<file path="config.mk">
export PLATFORM = sky130hd
export DESIGN_NAME = isf_top
export DESIGN_NICKNAME = d
export VERILOG_FILES = /design/src/hw/isf_pkg.sv /design/src/hw/isf_top.sv
export SDC_FILE = /design/constraint.sdc
export NUM_CORES = 1
export LEC_CHECK = 0
export BUFFER_PORTS_ARGS = -buffer_cell sky130_fd_sc_hd__clkbuf_2
export CAP_MARGIN = 20
export CORE_UTILIZATION = 45
export CTS_CLUSTER_SIZE = 30
export DETAILED_ROUTE_END_ITERATION = 8
export PLACE_DENSITY_LB_ADDON = 0.3
export SYNTH_ARGS = -nofsm -noshare
export SYNTH_HDL_FRONTEND = slang
export SYNTH_SLANG_ARGS = --single-unit
</file>
<file path="constraint.sdc">
create_clock -name sys_clk -period 1.6 [get_ports sys_clk]
set_input_delay 0.08 -clock sys_clk [delete_from_list [all_inputs] [get_ports sys_clk]]
set_output_delay 0.08 -clock sys_clk [all_outputs]
set_load 0.1 [all_outputs]
</file>
<file path="src/hw/isf_pkg.sv">
// Behaviour
// - only maskable sources get flags; reset and software_trap_instruction have none
// - each flag reads 1 while its source requests, 0 otherwise
// - flags 1..20 map to pin, clock_generator, timer_one, timer_two, spi, sci, kbd, adc, tbm, can
// - irq_pending_low holds pending_flags_low_group, flags 6 down to 1 only
// - irq_pending_low bits 1 and 0 always read zero
// - irq_pending_mid holds pending_flags_mid_group, flags 14 down to 7, all bits
// - irq_pending_high holds flags 20 down to 15; bits 7 and 6 read zero
package isf_pkg;

	localparam int ISF_NUM_SRC = 20;
	localparam int ISF_ADDR_W = 8;
	localparam int ISF_DATA_W = 32;

	// register byte offsets
	localparam logic [7:0] ISF_OFS_PEND_LOW = 8'h00;
	localparam logic [7:0] ISF_OFS_PEND_MID = 8'h04;
	localparam logic [7:0] ISF_OFS_PEND_HIGH = 8'h08;
	localparam logic [7:0] ISF_OFS_EVT_STAT = 8'h0c;
	localparam logic [7:0] ISF_OFS_EVT_EN = 8'h10;
	localparam logic [7:0] ISF_OFS_EVT_CLR = 8'h14;

	// field positions of the flag groups
	localparam int ISF_LOW_FIRST = 1;
	localparam int ISF_LOW_LAST = 6;
	localparam int ISF_LOW_SHIFT = 2;
	localparam int ISF_MID_FIRST = 7;
	localparam int ISF_MID_LAST = 14;
	localparam int ISF_HIGH_FIRST = 15;
	localparam int ISF_HIGH_LAST = 20;

	// reset values
	localparam logic [20:1] ISF_RST_FLAGS = 20'h00000;
	localparam logic [31:0] ISF_RST_DATA = 32'h00000000;

endpackage : isf_pkg

</file>
<file path="src/hw/isf_top.sv">
// The APB interface to the registers and the address map were left to the implementer.
`timescale 1ns/1ns
module isf_top #(
	parameter int NUM_SRC = isf_pkg::ISF_NUM_SRC
) (
	// clock and reset
	input wire logic sys_clk,
	input wire logic reset_n,
	// interrupt request lines, index = flag number
	input wire logic [isf_pkg::ISF_NUM_SRC:1] src_req,
	// apb slave
	input wire logic psel,
	input wire logic penable,
	input wire logic pwrite,
	input wire logic [isf_pkg::ISF_ADDR_W-1:0] paddr,
	input wire logic [isf_pkg::ISF_DATA_W-1:0] pwdata,
	input wire logic [3:0] pstrb,
	output logic [isf_pkg::ISF_DATA_W-1:0] prdata,
	output logic pready,
	output logic pslverr,
	// interrupt
	output logic irq
);
	import isf_pkg::*;

	////////////////////////////////////////////////////////////////////////////////
	// elaboration checks

	// register packing is fixed to twenty flags
	if (NUM_SRC != ISF_NUM_SRC) begin : g_bad_num_src
		$error("isf_top: NUM_SRC must be 20");
	end

	////////////////////////////////////////////////////////////////////////////////
	// pending flags

	logic [ISF_NUM_SRC:1] pend_q;
	logic [ISF_NUM_SRC:1] pend_prev_q;
	logic [ISF_NUM_SRC:1] evt_stat_q;
	logic [ISF_NUM_SRC:1] evt_stat_d;
	logic [ISF_NUM_SRC:1] evt_en_q;
	logic [ISF_NUM_SRC:1] evt_rise;
	logic [ISF_NUM_SRC:1] clr_mask;

	// only the twenty maskable sources have a flag; no reset or trap input exists
	// one flop per source, live image of the request
	always_ff @(posedge sys_clk or negedge reset_n) begin
		if (!reset_n) begin
			pend_q <= ISF_RST_FLAGS;
		end else begin
			pend_q <= src_req;
		end
	end

	always_ff @(posedge sys_clk or negedge reset_n) begin
		if (!reset_n) begin
			pend_prev_q <= ISF_RST_FLAGS;
		end else begin
			pend_prev_q <= pend_q;
		end
	end

	assign evt_rise = pend_q & ~pend_prev_q;

	////////////////////////////////////////////////////////////////////////////////
	// apb decode

	logic setup_ph;
	logic wr_take;
	logic pready_q;
	logic pslverr_q;
	logic [ISF_DATA_W-1:0] prdata_q;
	logic [ISF_DATA_W-1:0] rd_data;
	logic rd_err;
	logic [7:0] pend_low_v;
	logic [7:0] pend_mid_v;
	logic [7:0] pend_high_v;

	assign setup_ph = psel && !penable;
	// a write lands only on the access edge that sees pready high
	assign wr_take = psel && penable && pready_q && pwrite;

	// low and mid packed with the top flag at bit 7, high with flag 20 at bit 5
	assign pend_low_v = {pend_q[ISF_LOW_LAST:ISF_LOW_FIRST], 2'b00};
	assign pend_mid_v = pend_q[ISF_MID_LAST:ISF_MID_FIRST];
	assign pend_high_v = {2'b00, pend_q[ISF_HIGH_LAST:ISF_HIGH_FIRST]};

	always_comb begin
		rd_data = ISF_RST_DATA;
		rd_err = 1'b0;
		if (paddr == ISF_OFS_PEND_LOW) begin
			rd_data[7:0] = pend_low_v;
		end else if (paddr == ISF_OFS_PEND_MID) begin
			rd_data[7:0] = pend_mid_v;
		end else if (paddr == ISF_OFS_PEND_HIGH) begin
			rd_data[7:0] = pend_high_v;
		end else if (paddr == ISF_OFS_EVT_STAT) begin
			rd_data[ISF_NUM_SRC-1:0] = evt_stat_q;
		end else if (paddr == ISF_OFS_EVT_EN) begin
			rd_data[ISF_NUM_SRC-1:0] = evt_en_q;
		end else if (paddr == ISF_OFS_EVT_CLR) begin
			rd_data = ISF_RST_DATA;
		end else begin
			rd_err = 1'b1;
		end
	end

	// answer registered in the setup cycle, so every access has zero wait states
	always_ff @(posedge sys_clk or negedge reset_n) begin
		if (!reset_n) begin
			pready_q <= 1'b0;
		end else begin
			pready_q <= setup_ph;
		end
	end

	always_ff @(posedge sys_clk or negedge reset_n) begin
		if (!reset_n) begin
			prdata_q <= ISF_RST_DATA;
			pslverr_q <= 1'b0;
		end else if (setup_ph) begin
			prdata_q <= pwrite ? ISF_RST_DATA : rd_data;
			pslverr_q <= rd_err;
		end else begin
			prdata_q <= ISF_RST_DATA;
			pslverr_q <= 1'b0;
		end
	end

	assign prdata = prdata_q;
	assign pready = pready_q;
	assign pslverr = pslverr_q;

	////////////////////////////////////////////////////////////////////////////////
	// event status, enable and clear

	// pending registers have no write path at all
	always_ff @(posedge sys_clk or negedge reset_n) begin
		if (!reset_n) begin
			evt_en_q <= ISF_RST_FLAGS;
		end else if (wr_take && paddr == ISF_OFS_EVT_EN) begin
			evt_en_q <= pwdata[ISF_NUM_SRC-1:0];
		end
	end

	assign clr_mask = (wr_take && paddr == ISF_OFS_EVT_CLR) ?
		pwdata[ISF_NUM_SRC-1:0] : ISF_RST_FLAGS;

	// a new request in the clearing cycle survives: set wins over clear
	assign evt_stat_d = (evt_stat_q & ~clr_mask) | evt_rise;

	always_ff @(posedge sys_clk or negedge reset_n) begin
		if (!reset_n) begin
			evt_stat_q <= ISF_RST_FLAGS;
		end else begin
			evt_stat_q <= evt_stat_d;
		end
	end

	logic irq_q;

	always_ff @(posedge sys_clk or negedge reset_n) begin
		if (!reset_n) begin
			irq_q <= 1'b0;
		end else begin
			irq_q <= |(evt_stat_d & evt_en_q);
		end
	end

	assign irq = irq_q;

	////////////////////////////////////////////////////////////////////////////////
	// assertions

	property p_pend_follows;
		@(posedge sys_clk) disable iff (!reset_n)
		1'b1 |=> pend_q == $past(src_req);
	endproperty
	a_pend_follows: assert property (p_pend_follows)
		else $error("pending flags do not follow request lines");

	property p_sticky_only_on_rise;
		@(posedge sys_clk) disable iff (!reset_n)
		1'b1 |=> (evt_stat_q & ~$past(evt_stat_q) & ~$past(evt_rise)) == ISF_RST_FLAGS;
	endproperty
	a_sticky_only_on_rise: assert property (p_sticky_only_on_rise)
		else $error("event status set without a source request");

	property p_low_pin_bit;
		@(posedge sys_clk) disable iff (!reset_n)
		(pready_q && !$past(pwrite) && $past(paddr) == ISF_OFS_PEND_LOW)
			|-> prdata_q[2] == $past(src_req[1], 2);
	endproperty
	a_low_pin_bit: assert property (p_low_pin_bit)
		else $error("external pin flag not at low register bit 2");

	property p_low_group;
		@(posedge sys_clk) disable iff (!reset_n)
		(pready_q && !$past(pwrite) && $past(paddr) == ISF_OFS_PEND_LOW)
			|-> prdata_q[7:2] == $past(pend_q[6:1]);
	endproperty
	a_low_group: assert property (p_low_group)
		else $error("low register flags wrong");

	property p_low_zero;
		@(posedge sys_clk) disable iff (!reset_n)
		(pready_q && $past(paddr) == ISF_OFS_PEND_LOW)
			|-> prdata_q[1:0] == 2'b00 && prdata_q[31:8] == 24'h000000;
	endproperty
	a_low_zero: assert property (p_low_zero)
		else $error("low register reserved bits not zero");

	property p_mid_group;
		@(posedge sys_clk) disable iff (!reset_n)
		(pready_q && !$past(pwrite) && $past(paddr) == ISF_OFS_PEND_MID)
			|-> prdata_q[7:0] == $past(pend_q[14:7]);
	endproperty
	a_mid_group: assert property (p_mid_group)
		else $error("mid register flags wrong");

	property p_high_group;
		@(posedge sys_clk) disable iff (!reset_n)
		(pready_q && !$past(pwrite) && $past(paddr) == ISF_OFS_PEND_HIGH)
			|-> prdata_q[7:0] == {2'b00, $past(pend_q[20:15])};
	endproperty
	a_high_group: assert property (p_high_group)
		else $error("high register flags or zero bits wrong");

	// the error flag stands with pready, so it is looked at on the access edge itself
	property p_pend_write_ignored;
		@(posedge sys_clk) disable iff (!reset_n)
		(wr_take && (paddr == ISF_OFS_PEND_LOW || paddr == ISF_OFS_PEND_MID
			|| paddr == ISF_OFS_PEND_HIGH))
			|-> !pslverr_q ##1 ($stable(evt_en_q) && pend_q == $past(src_req));
	endproperty
	a_pend_write_ignored: assert property (p_pend_write_ignored)
		else $error("write to a pending register had an effect");

	property p_irq_level;
		@(posedge sys_clk) disable iff (!reset_n)
		1'b1 |=> irq_q == |(evt_stat_q & $past(evt_en_q));
	endproperty
	a_irq_level: assert property (p_irq_level)
		else $error("interrupt output disagrees with status and enable");

	property p_set_beats_clear;
		@(posedge sys_clk) disable iff (!reset_n)
		(evt_rise != ISF_RST_FLAGS) |=> (evt_stat_q & $past(evt_rise)) == $past(evt_rise);
	endproperty
	a_set_beats_clear: assert property (p_set_beats_clear)
		else $error("event lost in clearing cycle");

	property p_evt_clear;
		@(posedge sys_clk) disable iff (!reset_n)
		(wr_take && paddr == ISF_OFS_EVT_CLR)
			|=> (evt_stat_q & $past(pwdata[ISF_NUM_SRC-1:0])
				& ~$past(evt_rise)) == ISF_RST_FLAGS;
	endproperty
	a_evt_clear: assert property (p_evt_clear)
		else $error("write-one-to-clear left an event status bit set");

	property p_en_write;
		@(posedge sys_clk) disable iff (!reset_n)
		(wr_take && paddr == ISF_OFS_EVT_EN)
			|=> evt_en_q == $past(pwdata[ISF_NUM_SRC-1:0]);
	endproperty
	a_en_write: assert property (p_en_write)
		else $error("enable register did not take the written value");

	property p_stat_read;
		@(posedge sys_clk) disable iff (!reset_n)
		(pready_q && !$past(pwrite) && $past(paddr) == ISF_OFS_EVT_STAT)
			|-> prdata_q[ISF_NUM_SRC-1:0] == $past(evt_stat_q);
	endproperty
	a_stat_read: assert property (p_stat_read)
		else $error("event status read back wrong");

	// bus answer: one cycle, no data on writes, error on offsets past the map
	property p_pready_one;
		@(posedge sys_clk) disable iff (!reset_n)
		pready_q |=> !pready_q;
	endproperty
	a_pready_one: assert property (p_pready_one)
		else $error("pready held longer than one cycle");

	property p_unmapped_err;
		@(posedge sys_clk) disable iff (!reset_n)
		(setup_ph && paddr > ISF_OFS_EVT_CLR)
			|=> pready_q && pslverr_q && prdata_q == ISF_RST_DATA;
	endproperty
	a_unmapped_err: assert property (p_unmapped_err)
		else $error("unmapped access not answered with an error");

	property p_write_no_data;
		@(posedge sys_clk) disable iff (!reset_n)
		(pready_q && $past(pwrite)) |-> prdata_q == ISF_RST_DATA;
	endproperty
	a_write_no_data: assert property (p_write_no_data)
		else $error("read data driven during a write");

	c_read_low: cover property (@(posedge sys_clk) disable iff (!reset_n)
		pready_q && $past(paddr) == ISF_OFS_PEND_LOW && prdata_q[7:2] != 6'h00);
	c_irq_raise: cover property (@(posedge sys_clk) disable iff (!reset_n)
		$rose(irq_q));
	c_clear_race: cover property (@(posedge sys_clk) disable iff (!reset_n)
		(clr_mask & evt_rise) != ISF_RST_FLAGS);
	c_unmapped: cover property (@(posedge sys_clk) disable iff (!reset_n)
		pready_q && pslverr_q);
	c_en_write: cover property (@(posedge sys_clk) disable iff (!reset_n)
		wr_take && paddr == ISF_OFS_EVT_EN);

endmodule : isf_top

</file>
# Word level (Yosys, flattened, before mapping)
# Index checks and enable logic that the tools add are counted.
[totals]
out_inout_bits = 35
elab_cells = 46
reg_bits = 115
input_bits = 69
[classes]
n_eq_ne = 5
reduce_logical = 9
mux = 18
bitwise = 6
[op_table]
columns = ["op", "n"]
rows = [
  ["2-to-1 mux 32 bit", 2],
  ["AND 20 bit", 3],
  ["2-to-1 mux 20 bit", 3],
  ["2-to-1 mux 24 bit", 2],
  ["NOT 20 bit", 2],
  ["2-to-1 mux 8 bit", 3],
  ["bitwise OR 20 bit", 1],
  ["OR reduction 20 bit", 1],
  ["equality test 8 x 4 -> 1 bit (second input constant)", 2],
  ["equality test 8 x 5 -> 1 bit (second input constant)", 2],
  ["2-to-1 mux 12 bit", 1],
  ["equality test 8 x 3 -> 1 bit (second input constant)", 1],
  ["zero test 8 bit", 1],
  ["2-to-1 mux 1 bit", 7],
  ["logical AND 1 bit", 6],
  ["zero test 1 bit", 1],
]

# Longest topological paths before layout
# Gate-level depths: netlist (run 1).
[depth]
word_depth = 10
depth_mapped = 7
ltp_nobuf = 6

# Worst setup path after synthesis (run 1)
# OpenSTA, ideal clock, no wires.
[synth_timing]
kind = "flip-flop to flip-flop"
startpoint = "register pready_q, in the netlist pready"
endpoint = "register irq_q, in the netlist irq"
path_buffers = 0
t_required_ns = 1.468
slack_ns = -0.835
setup_time_ns = 0.132
stages_incl_launch_ff = 7
arrival_time_ns = 2.303
period_less_slack_ns = 2.435
cell_sequence = "dfrtp_1 -> nand4_1 -> nor2_4 -> nand2_2 -> a221o_1 -> a2111oi_2 -> nand3b_1"
[synth_via]
elab_chain_len = 9
[synth_lines]
columns = ["element", "line_no", "text"]
rows = [
  ["start: declaration", "isf_top.sv:70", "logic pready_q;"],
  ["start signal: assignment", "isf_top.sv:113", "pready_q <= setup_ph;"],
  ["logical AND 1 bit (2 in series)", "isf_top.sv:81", "assign wr_take = psel && penable && pready_q && pwrite;"],
  ["logical AND 1 bit", "isf_top.sv:146", "assign clr_mask = (wr_take && paddr == ISF_OFS_EVT_CLR) ?"],
  ["2-to-1 mux 20 bit", "isf_top.sv:146", ""],
  ["NOT 20 bit", "isf_top.sv:150", "assign evt_stat_d = (evt_stat_q & ~clr_mask) | evt_rise;"],
  ["AND 20 bit", "isf_top.sv:150", ""],
  ["bitwise OR 20 bit", "isf_top.sv:150", ""],
  ["named net evt_stat_d (one bit)", "isf_top.sv:40", "logic [ISF_NUM_SRC:1] evt_stat_d;"],
  ["AND 20 bit", "isf_top.sv:166", "irq_q <= |(evt_stat_d & evt_en_q);"],
  ["OR reduction 20 bit", "isf_top.sv:166", ""],
  ["end signal: assignment", "isf_top.sv:166", ""],
  ["end: declaration", "isf_top.sv:160", "logic irq_q;"],
]
# The timed path passes the listed nets, and every way through them passes these cells.
# A chain may end at the register's enable or synchronous reset.

# Worst setup path after layout (run 1)
[layout_timing]
startpoint = "register pready_q, in the netlist pready"
endpoint = "register evt_en_q[19] (netlist name)"
[layout_via]
elab_chain_len = 3
[layout_lines]
columns = ["element", "line_no", "text"]
rows = [
  ["logical AND 1 bit (2 in series)", "isf_top.sv:81", ""],
  ["logical AND 1 bit", "isf_top.sv:141", "end else if (wr_take && paddr == ISF_OFS_EVT_EN) begin"],
  ["end signal: assignment", "isf_top.sv:142", "evt_en_q <= pwdata[ISF_NUM_SRC-1:0];"],
  ["end: declaration", "isf_top.sv:41", "logic [ISF_NUM_SRC:1] evt_en_q;"],
]
# No other way between the ends.

==> flow_metrics.py, run 1 <==
metrics = {
    "placement": {
        "gp_congestion": 0.832,
        "pre_cts_ws_ns": -0.390,
        "dpl-instance-area_sq_um": 5140,
        "dp.cells": 590,
        "port-buffer-count": 75,
        "dpl.hpwl_um": 7470,
    },
    "worst_setup_path": {
        "crit_type": "reg2reg",
        "cp.required_ns": 1.86,
        "cp_top_family": "buffers and inverters",
        "critPathMaxStageDelay_ns": 0.41,
        "path_cells": "nand4_1 -> buf_4 -> buf_6 -> nor2b_4 -> buf_12 -> mux2_2",
        "regToRegSetupSlack_ns": -0.12,
        "end_kind": "flip-flop",
        "worst_setup_path_start_kind": "flip-flop",
        "worst-path-max-fanout": 20,
        "setup.worst_path.start": "pready",
        "critPathSlowestCell": "dfrtp_4",
        "critPathBufInv": 3,
        "path_depth": 6,
        "r2r-start": "pready",
        "worst_ep_arrival_time_ns": 1.98,
        "reg2reg_depth": 6,
        "r2r_end": "evt_en_q[19]",
        "endpoint": "evt_en_q[19]",
    },
    "sta": {
        "post-route-period-util": 1.07,
        "slew-limit-headroom": 0.634,
        "slew_violations": 0,
        "worstMarginPinSlew_ns": 0.552,
        "hold_viol": 0,
        "setup_viol": 21,
        "post-route-worst-setup-slack_ns": -0.115,
        "hold_slack_ns": 0.0887,
        "fin_crit_ns": 1.72,
        "max_freq_mhz": 583,
        "rsz0062_at_grt": "yes",
        "clock-skew-final_ns": 0.0147,
    },
    "power_and_ir_drop": {
        "p_comb_frac": 0.110,
        "p_sw_frac": 0.256,
        "power.density_nw_per_um2": 862,
        "p_int_mw": 3.77,
        "clkPwrFrac": 0.358,
        "power.share.sequential": 0.532,
        "p_leak_nw": 2.63,
        "power_switching_mw": 1.30,
        "peakVddDrop_mv": 0.568,
    },
    "die": {
        "ios": 104,
        "die_area_sq_um": 9820,
        "die_w_um": 99.1,
        "rows": 35,
        "core_sq_um": 9200,
        "start_util": 0.461,
        "die_y_um": 99.1,
    },
    "clocking": {
        "clockRootBuffer": "clkbuf_8",
        "cts_max_level": 3,
        "clkTransAtPathRegs_ns": 0.10,
        "insertion_delay_ns": 0.37,
        "cts.sinks": 103,
        "clock_path_buffers": 2,
        "cts_tree": "built",
        "cts_made_buffers": 9,
    },
    "yosys": {
        "synth_edf_count": 0,
        "async_flop_share": 1.00,
        "synthMostInstantiatedCell": "dfrtp_1",
        "ys_top_cells_by_area": "dfrtp_1 61%, nor2b_1 5.6%, mux2_2 5.3%, o21ai_0 4.5%, a21o_1 3.2%",
        "synth_cells": 367,
        "synthTopCellsByCount": "103 x dfrtp_1, 38 x nor2b_1, 38 x o21ai_0",
        "yosys_warnings": 0,
        "seq_area_frac_synth": 0.607,
        "synth_top_area_frac": 0.607,
        "synth_area_per_cell_sq_um": 11.6,
        "netlist-cell-type-count": 40,
        "ys.flop_type": "dfrtp_1",
        "syn_area_sq_um": 4240,
        "synth_top_cell_by_area": "dfrtp_1",
        "synth_seq_cells": 103,
    },
    "drt": {
        "drtIter0Drc": 125,
        "drc": 0,
        "ant_nets": 0,
        "first_pass_iters": 4,
        "routed_wl_um": 10300,
        "viasPerCell": 5.16,
        "vias": 3342,
        "wl_per_cell_um": 16.0,
    },
    "global_route": {
        "antenna_found_initial": 0,
        "grt_overflow": 0,
        "grt_usage": 0.228,
        "grt_pass1_wl_um": 16900,
        "grt_max_degree": 56,
        "first_global_vias": 3425,
    },
    "outcome": {
        "status": "complete, but fails checks",
        "failed_checks": "negative setup slack",
    },
    "finish": {
        "final_cells": 648,
        "antenna_cells": 0,
        "nets": 601,
        "final_util": 0.639,
        "area_delta_synth_final_pct": 38.5,
        "layout-drive-gt1-share": 0.333,
        "postLayoutCellArea_sq_um": 5880,
    },
    "run": {
        "cap_violations": 0,
    },
    "min_path": {
        "hold_path.class": "in2reg",
    },
}
==> cell usage in the layout (no fill, tap or decap), types with 16 or more instances in the layout <==
master / synthesis / routed
nor2_1: 21 / 20
nand2_1: 32 / 31
buf_4: 14 / 40
o21ai_0: 38 / 36
a21o_1: 18 / 18
clkbuf_2: 0 / 74
dlygate4sd3_1: 0 / 41
nor2b_1: 38 / 37
mux2_4: 0 / 16
dfrtp_1: 103 / 102
==> sequential cells by signal, summed over array words and instances (netlist names) <==
| signal | flops |
|---|---|
| evt_stat_q | 20 |
| pend_q | 20 |
| irq | 1 |
| pready | 1 |
| evt_en_q | 20 |
| pend_prev_q | 20 |
| prdata | 20 |
| pslverr | 1 |
==> area by class of cell <==
cell class	count	area (sq um)
Tap cell	111	139
Sequential cell	103	2580
Timing Repair Buffer	165	1240
Fill cell	703	3320
Clock buffer	9	124
Multi-Input combinational cell	250	1680
Clock inverter	7	103
Inverter	3	11.3
==> logic make-up after synthesis <==
| logic type | share of synthesized area |
|---|---|
| AOI/OAI and AO/OA | 0.143 |
| and+or+nand+nor | 0.153 |
| other | 0.000884 |
| muxes | 0.0578 |
| buffers and inverters | 0.0360 |
| DFF | 0.607 |
| xor gates and xnor gates | 0.00206 |
==> power by group through the flow <==
stage	sequential [mW]	combinational (mW)	clock, mW
detailed placement	2.74	0.474	0
floorplan	2.78	0.224	0
global route	2.70	0.603	1.94
finish	2.69	0.559	1.81
global placement	2.74	0.466	0
CTS	2.69	0.555	1.84
==> per-layer routing <==
layer  wire [um]  vias up  global-route usage
met4         206        0              0.0837
li1            -     1599                   -
met2        5150       97               0.388
met1        4580     1629               0.301
met3         391       17              0.0288
met5           0        -                   0
==> worst min path at each step <==
stage	slack [ns]	to	cells past startpoint	startpoint
floorplan	-0.22	evt_en_q[10]	0	reset_n
global placement	-0.04	prdata[17]	1	reset_n
detailed placement	-0.04	prdata[12]	1	reset_n
CTS	0.07	pready	4	psel
global route	0.12	prdata[12]	2	reset_n
finish	0.09	pready	4	psel
==> through the flow <==
step	TNS, ns	power (mW)
6_report	-1.70	5.07
3_5_place_dp	-15.07	3.22
5_1_grt	-3.30	5.25
4_1_cts	-1.82	5.09
2_1_floorplan	-3.24	3.00
3_3_place_gp	-13.21	3.21
==> timing repair <==
action / CTS / global route
gates cloned: 0 / 0
setup endpoints to repair: 31 / 33
pin swaps: 3 / 0
hold buffers: 41 / 0
endpoints found under the hold margin: 150 / 0
buffers inserted: 1 / 1
resized for setup: 5 / 18
==> worst reg2reg max path, delay by kind of cell, from the launching register on <==
family	cells	cell delay (ns)
flops	1	0.41
buf+inv	3	0.54
simple gates	2	0.30
mux	1	0.36
Note: power is estimated with default switching activity, not from simulation.
==> run 2, diff against run 1 <==
Settings changed: SKIP_CTS_REPAIR_TIMING from default to 1.
==> run 2 against run 1 <==
The run ends with negative hold slack, negative setup slack left. Sequential share of layout area is essentially flat. Combinational power shrank 0.9%. Total power is essentially flat. Fmax shrank 2.6%. First-iteration DRC count grew 11%. Final cell count shrank 0.31%. Largest cell class unchanged. Largest power group unchanged. Highest routed layer unchanged.
==> flow_metrics.py, run 2 (same netlist as run 1, synthesis figures left out) <==
metrics = {
    "outcome": {
        "status": "complete, but fails checks",
        "failed_checks": "negative hold slack, negative setup slack",
    },
    "sta": {
        "clock-skew-final_ns": 0.0138,
        "post-route-worst-setup-slack_ns": -0.162,
        "hold_slack_ns": -0.0163,
        "post-route-period-util": 1.10,
        "slew_violations": 0,
        "hold_viol": 1,
        "fin_crit_ns": 1.76,
        "worstMarginPinSlew_ns": 0.552,
        "setup_viol": 21,
        "max_freq_mhz": 568,
        "slew-limit-headroom": 0.634,
        "rsz0062_at_grt": "yes",
    },
    "power_and_ir_drop": {
        "p_comb_frac": 0.109,
        "power.density_nw_per_um2": 861,
        "peakVddDrop_mv": 0.575,
        "p_sw_frac": 0.257,
        "p_int_mw": 3.76,
        "p_total_mw": 5.06,
        "p_leak_nw": 2.63,
        "clkPwrFrac": 0.359,
        "power_switching_mw": 1.30,
        "power.share.sequential": 0.532,
    },
    "worst_setup_path": {
        "critPathMaxStageDelay_ns": 0.41,
        "path_cells": "nand4_1 -> buf_4 -> buf_6 -> nor2b_4 -> buf_12 -> mux2_2",
        "end_kind": "flip-flop",
        "worst-path-max-fanout": 10,
        "critPathSlowestCell": "dfrtp_4",
        "cp.required_ns": 1.87,
        "worst_ep_arrival_time_ns": 2.03,
        "worst_setup_path_start_kind": "flip-flop",
        "crit_type": "reg2reg",
        "reg2reg_depth": 6,
    },
    "finish": {
        "final_util": 0.640,
        "antenna_cells": 0,
        "nets": 599,
        "layout_common_cells": "102 x dfrtp_1, 74 x clkbuf_2, 40 x buf_4",
        "layout_commonest_cell": "dfrtp_1",
        "postLayoutCellArea_sq_um": 5880,
        "area_delta_synth_final_pct": 38.6,
        "layout-drive-gt1-share": 0.336,
    },
    "die": {
        "start_util": 0.461,
        "die_area_sq_um": 9820,
        "die_y_um": 99.1,
        "rows": 35,
        "ios": 104,
        "core_sq_um": 9200,
        "die_w_um": 99.1,
    },
    "drt": {
        "routed_wl_um": 10500,
        "drtIter0Drc": 139,
        "drc": 0,
        "vias": 3339,
        "wl_per_cell_um": 16.2,
        "first_pass_iters": 4,
        "viasPerCell": 5.17,
        "ant_nets": 0,
    },
    "min_path": {
        "min_path_cells": 2,
        "hold_path.class": "in2reg",
    },
    "clocking": {
        "clkTransAtPathRegs_ns": 0.10,
        "clock_path_buffers": 2,
        "cts_tree": "built",
        "insertion_delay_ns": 0.37,
        "cts.sinks": 103,
        "cts_max_level": 3,
        "clockRootBuffer": "clkbuf_8",
        "cts_made_buffers": 9,
    },
    "placement": {
        "port-buffer-count": 75,
        "pre_cts_ws_ns": -0.390,
        "dpl.hpwl_um": 7470,
        "dpl-instance-area_sq_um": 5140,
        "gp_congestion": 0.832,
    },
    "global_route": {
        "antenna_found_initial": 0,
        "first_global_vias": 3254,
        "grt_pass1_wl_um": 16200,
        "grt_usage": 0.219,
        "grt_max_degree": 56,
        "grt_overflow": 0,
    },
    "run": {
        "cap_violations": 0,
    },
}
==> run 2: changes by cell type in the layout (fill, tap and decap cells not counted) <==
cell | before | now
clkbuf_16 | 0 | 1
dlygate4sd3_1 | 41 | 38
mux2_2 | 4 | 1
mux2_4 | 16 | 19
==> run 2: power groups by stage <==
stage,sequential [mW],combinational [mW],clock [mW]
6_report,2.69,0.554,1.82
5_1_grt,2.70,0.596,1.94
4_1_cts,2.69,0.475,1.84
3_5_place_dp,2.74,0.474,0
3_3_place_gp,2.74,0.466,0
2_1_floorplan,2.78,0.224,0
==> run 2: area by class of cell <==
| type | instances | area, sq um |
|---|---|---|
| Clock buffer | 9 | 124 |
| Inverter | 3 | 11.3 |
| Clock inverter | 7 | 103 |
| Fill cell | 705 | 3310 |
| Tap cell | 111 | 139 |
| Multi-Input combinational cell | 250 | 1690 |
| Sequential cell | 103 | 2580 |
| Timing Repair Buffer | 163 | 1230 |
==> run 2: worst paths after layout <==
path | start | end | slack (ns)
worst max-delay path | pready | evt_en_q[5] | -0.16
max in group asynchronous | reset_n | evt_en_q[7] | 0.94
worst min register to register | pend_q[1] | pend_prev_q[1] | 0.40
worst max register to register | pready | evt_en_q[5] | -0.16
worst min-delay path | pwdata[11] | evt_en_q[12] | -0.02
min in group asynchronous | reset_n | prdata[12] | 0.10
==> run 2: layer usage <==
| layer | track usage | up-vias | routed length [um] |
|---|---|---|---|
| met3 | 0.0309 | 19 | 369 |
| li1 | - | 1595 | - |
| met1 | 0.293 | 1627 | 4700 |
| met4 | 0.0905 | 0 | 243 |
| met5 | 0 | - | 0 |
| met2 | 0.361 | 98 | 5170 |
==> run 2: through the flow <==
step,instances,setup TNS [ns]
3_5_place_dp,590,-15.07
2_1_floorplan,378,-3.24
5_1_grt,646,-4.27
3_3_place_gp,590,-13.21
4_1_cts,606,-3.15
6_report,646,-2.63
==> run 2: worst max-delay path, delay by kind of cell, from the launching register on <==
kind	cells	cell delay, ns
flops	1	0.41
buf+inv	3	0.52
mux	1	0.34
simple gates	2	0.39
